`src/rtl/drt_pkg.sv`:
```
package drt_pkg;

    // peripheral table 0 indices
    localparam logic [3:0] DRT_IDX_T1_CTRL  = 4'h3;
    localparam logic [3:0] DRT_IDX_T1_VAL   = 4'h4;
    localparam logic [3:0] DRT_IDX_T2_CTRL  = 4'h5;
    localparam logic [3:0] DRT_IDX_T2_VAL   = 4'h6;
    localparam logic [3:0] DRT_IDX_T2_HI    = 4'hb;

    // control field positions
    localparam int         DRT_B_START      = 0;
    localparam int         DRT_B_REPEAT     = 1;
    localparam int         DRT_B_HALT       = 2;
    localparam int         DRT_B_EXT        = 2;
    localparam int         DRT_B_MASK       = 3;

    // reset values
    localparam logic [3:0] DRT_CTRL_RST     = 4'h0;

    // widths and timing
    localparam int         DRT_T1_W         = 8;
    localparam int         DRT_T2_W         = 12;
    localparam int         DRT_INSTR_CLKS   = 6;
    localparam int         DRT_PRESC_DIV    = 2;
    localparam int         DRT_PRESC_CNT_W  = 16;

    typedef struct packed {
        logic       sel;
        logic       wr;
        logic       rd;
        logic [3:0] idx;
        logic       y_lsb;
        logic [3:0] wdata;
    } drt_req_t;

    typedef struct packed {
        logic [3:0] rdata;
        logic       rvalid;
    } drt_rsp_t;

endpackage : drt_pkg

```
`src/rtl/drt_counter.sv`:
```
`timescale 1ns/1ps
`default_nettype none

module drt_counter #(
    parameter int unsigned W = 8
) (
    // clock and reset
    input  wire logic         clk,
    input  wire logic         rst_b,
    // control
    input  wire logic         start,
    input  wire logic         stop,
    input  wire logic         tick,
    input  wire logic         repeat_en,
    input  wire logic [W-1:0] init,
    // state
    output logic      [W-1:0] count_r,
    output logic              run_r,
    output logic              ovf
);

    logic adv;

    assign adv = tick && run_r && !start && !stop;
    assign ovf = adv && (&count_r);

    always_ff @(posedge clk or negedge rst_b) begin
        if (!rst_b) begin
            count_r <= '0;
        end else if (start) begin
            count_r <= init;
        end else if (adv) begin
            if (&count_r) begin
                count_r <= repeat_en ? init : '0;
            end else begin
                count_r <= W'(count_r + 1'b1);
            end
        end
    end

    always_ff @(posedge clk or negedge rst_b) begin
        if (!rst_b) begin
            run_r <= 1'b0;
        end else if (start) begin
            run_r <= 1'b1;
        end else if (stop) begin
            run_r <= 1'b0;
        end else if (ovf && !repeat_en) begin
            run_r <= 1'b0;
        end
    end

    chk_repeat_reload: assert property (
        @(posedge clk) disable iff (!rst_b)
        ovf && repeat_en |=> count_r == $past(init) && run_r)
        else $error("repeat overflow did not reload");

    chk_single_stop: assert property (
        @(posedge clk) disable iff (!rst_b)
        ovf && !repeat_en |=> !run_r && count_r == '0 ##1 !run_r)
        else $error("single overflow did not stop");

    chk_count_step: assert property (
        @(posedge clk) disable iff (!rst_b)
        adv && !(&count_r) |=> count_r == W'($past(count_r) + 1'b1))
        else $error("counter did not advance by one");

endmodule : drt_counter

`default_nettype wire

```
`src/rtl/drt_timer.sv`:
```
// Behaviour
// - timer one 8 bits, timer two 12
// - registers at indices 3,4,5,6,11
// - prescaler halt freezes timer one and internally clocked timer two, keeps values
// - prescaler restart clears its divider
// - prescaler tick also feeds other units
// - timer one initial value nibble writes
// - timer one read returns live count
// - counter reads are not latched
// - timer two mask bit clear freezes counter
// - timer two control reads stored bits
// - timer two initial value nibble writes
// - timer two live count nibble reads
// - overflow reloads in repeat, stops single
// - start loads latest initial value
// - overflow flag needs enable, start clears
// - timer one control bit 2 halts prescaler
`timescale 1ns/1ps
`default_nettype none

module drt_timer #(
    parameter int unsigned PRESC_DIV = drt_pkg::DRT_PRESC_DIV
) (
    // clock and reset
    input  wire logic              clk,
    input  wire logic              rst_b,
    // peripheral register access
    input  wire drt_pkg::drt_req_t req,
    output var  drt_pkg::drt_rsp_t rsp,
    // external count pin
    input  wire logic              external_count_input,
    // interrupt enables from the interrupt controller
    input  wire logic              t1_irq_en,
    input  wire logic              t2_irq_en,
    // events and status
    output logic                   t1_ovf_flag,
    output logic                   t2_ovf_flag,
    output logic                   t1_irq_req,
    output logic                   t2_irq_req,
    output logic                   presc_tick
);
    import drt_pkg::*;

    localparam int unsigned PRESC_CYC = DRT_INSTR_CLKS * PRESC_DIV;
    localparam logic [DRT_PRESC_CNT_W-1:0] PRESC_LAST =
        DRT_PRESC_CNT_W'(PRESC_CYC - 1);

    logic [1:0]                 rst_sync_r;
    logic                       rst_int_b;
    logic [3:0]                 t1_ctrl_r;
    logic [3:0]                 t2_ctrl_r;
    logic [DRT_T1_W-1:0]        t1_init_r;
    logic [DRT_T2_W-1:0]        t2_init_r;
    logic [DRT_PRESC_CNT_W-1:0] presc_cnt_r;
    logic [2:0]                 ext_sync_r;
    logic                       ext_lvl_r;
    logic                       ext_edge_r;
    logic                       wr_t1c;
    logic                       wr_t1v;
    logic                       wr_t2c;
    logic                       wr_t2v;
    logic                       wr_t2h;
    logic                       rd_any;
    logic                       halt;
    logic                       t1_start;
    logic                       t1_stop;
    logic                       t2_start;
    logic                       t2_stop;
    logic                       t2_tick;
    logic [DRT_T1_W-1:0]        t1_count;
    logic [DRT_T2_W-1:0]        t2_count;
    logic                       t1_run;
    logic                       t2_run;
    logic                       t1_ovf;
    logic                       t2_ovf;
    logic [3:0]                 rdata_nxt;

    always_ff @(posedge clk or negedge rst_b) begin
        if (!rst_b) begin
            rst_sync_r <= 2'h0;
        end else begin
            rst_sync_r <= {rst_sync_r[0], 1'b1};
        end
    end
    assign rst_int_b = rst_sync_r[1];

    assign wr_t1c = req.sel && req.wr && (req.idx == DRT_IDX_T1_CTRL);
    assign wr_t1v = req.sel && req.wr && (req.idx == DRT_IDX_T1_VAL);
    assign wr_t2c = req.sel && req.wr && (req.idx == DRT_IDX_T2_CTRL);
    assign wr_t2v = req.sel && req.wr && (req.idx == DRT_IDX_T2_VAL);
    assign wr_t2h = req.sel && req.wr && (req.idx == DRT_IDX_T2_HI);
    assign rd_any = req.sel && req.rd;

    always_ff @(posedge clk or negedge rst_int_b) begin
        if (!rst_int_b) begin
            t1_ctrl_r <= DRT_CTRL_RST;
            t2_ctrl_r <= DRT_CTRL_RST;
        end else begin
            if (wr_t1c) begin
                t1_ctrl_r <= req.wdata;
            end
            if (wr_t2c) begin
                t2_ctrl_r <= req.wdata;
            end
        end
    end

    // start only when idle
    // rewriting control while running (mask, mode) must not reload
    assign t1_start = wr_t1c && req.wdata[DRT_B_START] && !t1_run;
    assign t1_stop  = wr_t1c && !req.wdata[DRT_B_START];
    assign t2_start = wr_t2c && req.wdata[DRT_B_START] && !t2_run;
    assign t2_stop  = wr_t2c && !req.wdata[DRT_B_START];

    always_ff @(posedge clk or negedge rst_int_b) begin
        if (!rst_int_b) begin
            t1_init_r <= '0;
        end else if (wr_t1v) begin
            if (req.y_lsb) begin
                t1_init_r[7:4] <= req.wdata;
            end else begin
                t1_init_r[3:0] <= req.wdata;
            end
        end
    end

    always_ff @(posedge clk or negedge rst_int_b) begin
        if (!rst_int_b) begin
            t2_init_r <= '0;
        end else if (wr_t2h) begin
            t2_init_r[11:8] <= req.wdata;
        end else if (wr_t2v) begin
            if (req.y_lsb) begin
                t2_init_r[7:4] <= req.wdata;
            end else begin
                t2_init_r[3:0] <= req.wdata;
            end
        end
    end

    assign halt = t1_ctrl_r[DRT_B_HALT];

    always_ff @(posedge clk or negedge rst_int_b) begin
        if (!rst_int_b) begin
            presc_cnt_r <= '0;
        end else if (halt || presc_cnt_r == PRESC_LAST) begin
            presc_cnt_r <= '0;
        end else begin
            presc_cnt_r <= DRT_PRESC_CNT_W'(presc_cnt_r + 1'b1);
        end
    end

    always_ff @(posedge clk or negedge rst_int_b) begin
        if (!rst_int_b) begin
            presc_tick <= 1'b0;
        end else begin
            presc_tick <= !halt && (presc_cnt_r == PRESC_LAST);
        end
    end

    // three-stage pin sampling
    // level accepted only when stages two and three agree (glitch filter)
    always_ff @(posedge clk or negedge rst_int_b) begin
        if (!rst_int_b) begin
            ext_sync_r <= 3'h0;
            ext_lvl_r  <= 1'b0;
            ext_edge_r <= 1'b0;
        end else begin
            ext_sync_r <= {ext_sync_r[1:0], external_count_input};
            if (ext_sync_r[1] == ext_sync_r[2]) begin
                ext_lvl_r <= ext_sync_r[2];
            end
            ext_edge_r <= (ext_sync_r[1] == ext_sync_r[2])
                          && ext_sync_r[2] && !ext_lvl_r;
        end
    end

    assign t2_tick = t2_ctrl_r[DRT_B_MASK]
                     && (t2_ctrl_r[DRT_B_EXT] ? ext_edge_r : presc_tick);

    drt_counter #(.W(DRT_T1_W)) u_t1 (
        .clk       (clk),
        .rst_b     (rst_int_b),
        .start     (t1_start),
        .stop      (t1_stop),
        .tick      (presc_tick),
        .repeat_en (t1_ctrl_r[DRT_B_REPEAT]),
        .init      (t1_init_r),
        .count_r   (t1_count),
        .run_r     (t1_run),
        .ovf       (t1_ovf)
    );

    drt_counter #(.W(DRT_T2_W)) u_t2 (
        .clk       (clk),
        .rst_b     (rst_int_b),
        .start     (t2_start),
        .stop      (t2_stop),
        .tick      (t2_tick),
        .repeat_en (t2_ctrl_r[DRT_B_REPEAT]),
        .init      (t2_init_r),
        .count_r   (t2_count),
        .run_r     (t2_run),
        .ovf       (t2_ovf)
    );

    always_ff @(posedge clk or negedge rst_int_b) begin
        if (!rst_int_b) begin
            t1_ovf_flag <= 1'b0;
            t2_ovf_flag <= 1'b0;
            t1_irq_req  <= 1'b0;
            t2_irq_req  <= 1'b0;
        end else begin
            t1_irq_req <= t1_ovf && t1_irq_en;
            t2_irq_req <= t2_ovf && t2_irq_en;
            if (t1_ovf && t1_irq_en) begin
                t1_ovf_flag <= 1'b1;
            end else if (t1_start) begin
                t1_ovf_flag <= 1'b0;
            end
            if (t2_ovf && t2_irq_en) begin
                t2_ovf_flag <= 1'b1;
            end else if (t2_start) begin
                t2_ovf_flag <= 1'b0;
            end
        end
    end

    // live count, no snapshot
    // multi-nibble reads can tear while counting; software must cope
    always_comb begin
        rdata_nxt = 4'h0;
        case (req.idx)
            DRT_IDX_T1_CTRL: rdata_nxt = t1_ctrl_r;
            DRT_IDX_T1_VAL:  rdata_nxt = req.y_lsb ? t1_count[7:4]
                                                   : t1_count[3:0];
            DRT_IDX_T2_CTRL: rdata_nxt = t2_ctrl_r;
            DRT_IDX_T2_VAL:  rdata_nxt = req.y_lsb ? t2_count[7:4]
                                                   : t2_count[3:0];
            DRT_IDX_T2_HI:   rdata_nxt = t2_count[11:8];
            default:         rdata_nxt = 4'h0;
        endcase
    end

    always_ff @(posedge clk or negedge rst_int_b) begin
        if (!rst_int_b) begin
            rsp <= '0;
        end else begin
            rsp.rvalid <= rd_any;
            rsp.rdata  <= rd_any ? rdata_nxt : 4'h0;
        end
    end

    chk_start_load: assert property (
        @(posedge clk) disable iff (!rst_int_b)
        t1_start |=> t1_count == $past(t1_init_r) && t1_run)
        else $error("start did not load initial value");

    chk_halt_freeze: assert property (
        @(posedge clk) disable iff (!rst_int_b)
        halt && $past(halt) && !t1_start |=> $stable(t1_count))
        else $error("timer one moved while prescaler halted");

    chk_presc_clear: assert property (
        @(posedge clk) disable iff (!rst_int_b)
        halt |=> presc_cnt_r == '0 && !presc_tick)
        else $error("prescaler divider not cleared on halt");

    chk_mask_hold: assert property (
        @(posedge clk) disable iff (!rst_int_b)
        !t2_ctrl_r[DRT_B_MASK] && !t2_start |=> $stable(t2_count))
        else $error("timer two moved while masked");

    chk_flag_set: assert property (
        @(posedge clk) disable iff (!rst_int_b)
        t1_ovf |=> t1_ovf_flag == $past(t1_irq_en)
                   && t1_irq_req == $past(t1_irq_en))
        else $error("overflow flag does not follow enable");

    chk_flag_clear: assert property (
        @(posedge clk) disable iff (!rst_int_b)
        t2_start && !t2_ovf |=> !t2_ovf_flag)
        else $error("start did not clear overflow flag");

    chk_t1_read: assert property (
        @(posedge clk) disable iff (!rst_int_b)
        rd_any && req.idx == DRT_IDX_T1_VAL && req.y_lsb
        |=> rsp.rvalid && rsp.rdata == $past(t1_count[7:4]))
        else $error("timer one upper nibble read wrong");

    chk_t2_hi_read: assert property (
        @(posedge clk) disable iff (!rst_int_b)
        rd_any && req.idx == DRT_IDX_T2_HI
        |=> rsp.rdata == $past(t2_count[11:8]))
        else $error("timer two top nibble read wrong");

    chk_ctrl_read: assert property (
        @(posedge clk) disable iff (!rst_int_b)
        rd_any && req.idx == DRT_IDX_T2_CTRL
        |=> rsp.rdata == $past(t2_ctrl_r))
        else $error("timer two control read wrong");

    chk_ext_edge: assert property (
        @(posedge clk) disable iff (!rst_int_b)
        ext_edge_r |=> !ext_edge_r ##1 !ext_edge_r)
        else $error("external edge counted more than once");

endmodule : drt_timer

`default_nettype wire

```
`config.mk`:
```
export PLATFORM = sky130hd
export DESIGN_NAME = drt_timer
export DESIGN_NICKNAME = d
export VERILOG_FILES = /design/src/rtl/drt_pkg.sv /design/src/rtl/drt_counter.sv /design/src/rtl/drt_timer.sv
export SDC_FILE = /design/constraint.sdc
export NUM_CORES = 1
export LEC_CHECK = 0
export ABC_AREA = 1
export BUFFER_PORTS_ARGS = -buffer_cell sky130_fd_sc_hd__buf_2
export CAP_MARGIN = 20
export CORE_UTILIZATION = 50
export CTS_CLUSTER_SIZE = 20
export DETAILED_ROUTE_END_ITERATION = 12
export PLACE_DENSITY = 0.68
export RECOVER_POWER = 25
export SLEW_MARGIN = 20
export SYNTH_ARGS = -nofsm -noshare
export SYNTH_HDL_FRONTEND = slang
export SYNTH_SLANG_ARGS = --single-unit
```
`constraint.sdc`:
```
create_clock -name clk -period 5.2 [get_ports clk]
set_input_delay 0.78 -clock clk [delete_from_list [all_inputs] [get_ports clk]]
set_output_delay 0.78 -clock clk [all_outputs]
set_load 0.005 [all_outputs]
```
==> impl_metrics.toml <==
[sta]
fmaxAchievable_ghz = 0.519
final-setup-viol-count = 0
worst_slew_margin_rel_pct = 35.6
setup_tns_ns = 0
finalHoldViolations = 0
fin_skew_ns = 0.0124
timing.final.max_slew_violations = 0
finalHoldWorstSlack_ns = 0.183
final_period_minus_worst_setup_slack_ns = 1.93
rsz0062_at_grt = "no"
min_period_over_period_pct = 37.1
tightestPinTransition_ns = 0.966

[grt]
grt_pass1_wl_microns = 16700
grt-ovfl-total = 0
grt_pass1_vias = 3516
pin_count_of_the_biggest_net_entering_global_routing = 82
grt_antenna_before_repair = 0
grt_util_all_layers_pct = 24.5

[yosys]
synth.ff_latch_count = 83
netlist_area_sq_mm = 0.00432
synth.distinct_cells = 35
yosysTopAreaCell = "sky130_fd_sc_hd__dfrtp_1"
synth.net_count = 591
syn_inst_count = 570
synth.avg_cell_area_sq_um = 7.59
synth_top_cells_by_area = "sky130_fd_sc_hd__dfrtp_1, sky130_fd_sc_hd__nand2_1, sky130_fd_sc_hd__inv_1"
synth_seq_area_share_pct = 48.0
synth_largest_type_area_fraction_pct = 48.0
yosysWarningCount = 0

[worst_setup_path]
number_of_buffer_and_inverter_instances_along_the_worst_setup_path = 2
critical_path.max_stage_delay_ns = 0.52
worst_ep_arrival_time_ns = 2.20
cp_slowest_cell = "sky130_fd_sc_hd__nor4_1"
reg2reg_slack_ns = 3.28
endpoint_type_of_the_worst_setup_path = "flip-flop"
crit_path_max_fanout = 8
critical_path.startpoint = "req[8]"
worstPathRequired_ns = 5.47
path_type_of_the_worst_setup_path = "input port to flip-flop"
cp-start-kind = "input port"
cp_cell_instances = "buf_2 > inv_1 > nand2_2 > nor4_1 > nand2_1 > o21ai_0"
cell_family_with_most_cp_delay = "simple AND/OR/NAND/NOR gates"
critical_path.reg2reg.endpoint = "t2_ovf_flag"
reg2reg_from = "u_t2.count_r[0]"
worst-path-stages = 6
ff2ff_path_depth = 9
critical_path.endpoint = "t2_init_r[6]"

[drt]
vias_per_cell = 5.22
vias = 3720
top_layer = "met4"
detailedRoute.firstIterationViolations = 264
route.antenna.remaining_nets = 0
routed_met1_length_microns = 4620
drt-pass1-iter-count = 5
wl_met2_microns = 4340
drcViolationCount = 0
wl_met3_microns = 636
routed_wl_microns = 9750
drt-wirelength-per-cell_microns = 13.7

[cts]
numClockSinks = 83
cts-buffers-inserted = 9
htreeDepth = 3
clock_tree.buffer_depth = 2
insertion_delay_ns = 0.36
cts_clk_pin_slew_worst_paths_ns = 0.09
postCtsHoldBufs = 0
clock_root_cell = "sky130_fd_sc_hd__clkbuf_8"
clock_tree_from_tritoncts = "done"
cts.repair_timing.setup_buffer_count = 0
cts.repair.resized = 0

[placement]
cell_area_placed_sq_mm = 0.00456
routability_congestion_estimate_from_global_placement = 0.921
place_hpwl_microns = 7110
port_buffers = 26

[floorplanning]
io_pins = 27
coreArea_sq_mm = 0.00830
die_area_sq_mm = 0.00902
fp.dieW_microns = 95.0
floorplan.initialDensity_pct = 52.1
rows = 33
floorplan.die.height_microns = 95.0

[min_path]
holdCritPathClass = "input port to async pin"

[layout]
design_area_sq_mm = 0.00478
drive_gt1_share_pct = 10.0
n_antenna_cell = 0
fin_nets = 623
layout-area-overhead-vs-synth_pct = 10.5
layout.core_utilization_pct = 57.6

[pwr]
power.density_cell_area_mw_per_mm2 = 282
p_leak_nw = 2.39
worst_ir_drop_vdd_mv = 0.151

[status]
status = "completed"

[run]
cap_violations = 0
final cells by class:
class / instances / area [sq um]
multi-input combinational: 425 / 2010
fill: 768 / 3520
inverter: 56 / 210
sequential: 83 / 2080
clock buffer: 9 / 124
clock inverter: 7 / 75.1
timing repair buffer: 27 / 155
tap: 105 / 131
logic make-up after synthesis:
| logic type | Yosys count | synth area share (%) |
|---|---|---|
| AO/OA/AOI/OAI | 52 | 6.34 |
| XOR/XNOR | 17 | 3.44 |
| adder cells (fa/ha/maj) | 4 | 1.16 |
| buffers and inverters | 62 | 5.56 |
| flip-flops | 83 | 48.0 |
| multiplexers | 1 | 0.260 |
| other | 1 | 0.0867 |
| AND/OR/NAND/NOR | 350 | 35.1 |
cell usage in the layout (no fill, tap or decap), types with 3 or more instances in the layout:
master                     synthesis  final
sky130_fd_sc_hd__nor4_1            3      3
sky130_fd_sc_hd__nor2_4            3      3
sky130_fd_sc_hd__clkbuf_8          0      9
sky130_fd_sc_hd__a31oi_1           4      4
sky130_fd_sc_hd__dfrtp_1          83     83
sky130_fd_sc_hd__nand2_2           5      5
sky130_fd_sc_hd__nand4_1          11     11
sky130_fd_sc_hd__nor2_1           53     53
sky130_fd_sc_hd__nand3_1          40     40
sky130_fd_sc_hd__inv_1            54     54
sky130_fd_sc_hd__xor2_1           15     15
sky130_fd_sc_hd__buf_2             3     24
sky130_fd_sc_hd__nor3_1            7      7
sky130_fd_sc_hd__o21ai_0          36     36
sky130_fd_sc_hd__ha_1              4      4
sky130_fd_sc_hd__nand2_1         217    217
sky130_fd_sc_hd__a21oi_1           9      9
how the worst min path moves through the flow:
stage                  startpoint            end  slack (ns)  cells after the start
CTS                         rst_b  rst_sync_r[1]        0.17                      1
global route                rst_b  rst_sync_r[1]        0.17                      1
global placement    ext_sync_r[0]  ext_sync_r[1]        0.34                      0
detailed placement  ext_sync_r[0]  ext_sync_r[1]        0.34                      0
finish                      rst_b  rst_sync_r[0]        0.18                      1
floorplan           ext_sync_r[0]  ext_sync_r[1]        0.33                      0
worst register-to-register path: cells and delay by family (launching register included):
family | cells | cell delay, ns
and+or+nand+nor | 7 | 1.10
DFF | 1 | 0.47
adders and majority gates | 1 | 0.22
buffers and inverters | 1 | 0.08
sequential cells by signal, summed over array words and instances (netlist names):
signal and count:
ext_sync_r 3, rsp 5, t1_init_r 8, presc_tick 1
ext_lvl_r 1, ext_edge_r 1, u_t2.count_r 12, t2_irq_req 1
u_t1.count_r 8, t1_ovf_flag 1, t2_init_r 12, t2_ovf_flag 1
presc_cnt_r 16, t1_irq_req 1, u_t2.run_r 1, t1_ctrl_r 4
u_t1.run_r 1, t2_ctrl_r 4, rst_sync_r 2
where the power goes:
part / internal (mW) / switching (mW)
registers: 0.699 / 0.0467
clock network: 0.225 / 0.244
logic: 0.0476 / 0.0854
per-stage QoR:
step	total power, mW	setup slack, ns	instances
after floorplan	0.839	2.72	570
after global placement	0.884	2.98	695
after detailed placement	0.889	2.90	695
after CTS	1.36	3.29	711
after global routing	1.42	3.11	712
final	1.35	3.27	712
layer usage:
| metal | global-route usage (%) | vias to the layer above |
|---|---|---|
| met5 | 0 | - |
| met4 | 8.08 | 0 |
| met3 | 5.31 | 14 |
| met2 | 37.1 | 119 |
| met1 | 34.9 | 1708 |
| li1 | - | 1879 |
cell usage after synthesis:
cell type and number:
sky130_fd_sc_hd__nand3b_2 1, sky130_fd_sc_hd__o21a_1 1, sky130_fd_sc_hd__conb_1 1, sky130_fd_sc_hd__clkinv_1 1, sky130_fd_sc_hd__nor3_4 1, sky130_fd_sc_hd__nor3_1 7
sky130_fd_sc_hd__nand3b_1 1, sky130_fd_sc_hd__nor3_2 1, sky130_fd_sc_hd__clkbuf_1 2, sky130_fd_sc_hd__dfrtp_1 83, sky130_fd_sc_hd__buf_2 3, sky130_fd_sc_hd__nand4_1 11
sky130_fd_sc_hd__nor2_2 1, sky130_fd_sc_hd__nor2_1 53, sky130_fd_sc_hd__inv_1 54, sky130_fd_sc_hd__nand3_1 40, sky130_fd_sc_hd__nor4_1 3, sky130_fd_sc_hd__nand3_2 1
sky130_fd_sc_hd__a22oi_1 1, sky130_fd_sc_hd__nand2_2 5, sky130_fd_sc_hd__nand2_1 217, sky130_fd_sc_hd__nor2_4 3, sky130_fd_sc_hd__o2bb2ai_1 1, sky130_fd_sc_hd__nand4_4 1
sky130_fd_sc_hd__a31oi_1 4, sky130_fd_sc_hd__nand2_4 2, sky130_fd_sc_hd__mux2_2 1, sky130_fd_sc_hd__buf_4 1, sky130_fd_sc_hd__xnor2_1 2, sky130_fd_sc_hd__a21oi_1 9
sky130_fd_sc_hd__o21ai_0 36, sky130_fd_sc_hd__ha_1 4, sky130_fd_sc_hd__or2_2 2, sky130_fd_sc_hd__xor2_1 15, sky130_fd_sc_hd__inv_2 1
Power figures use the tool's default switching activity.
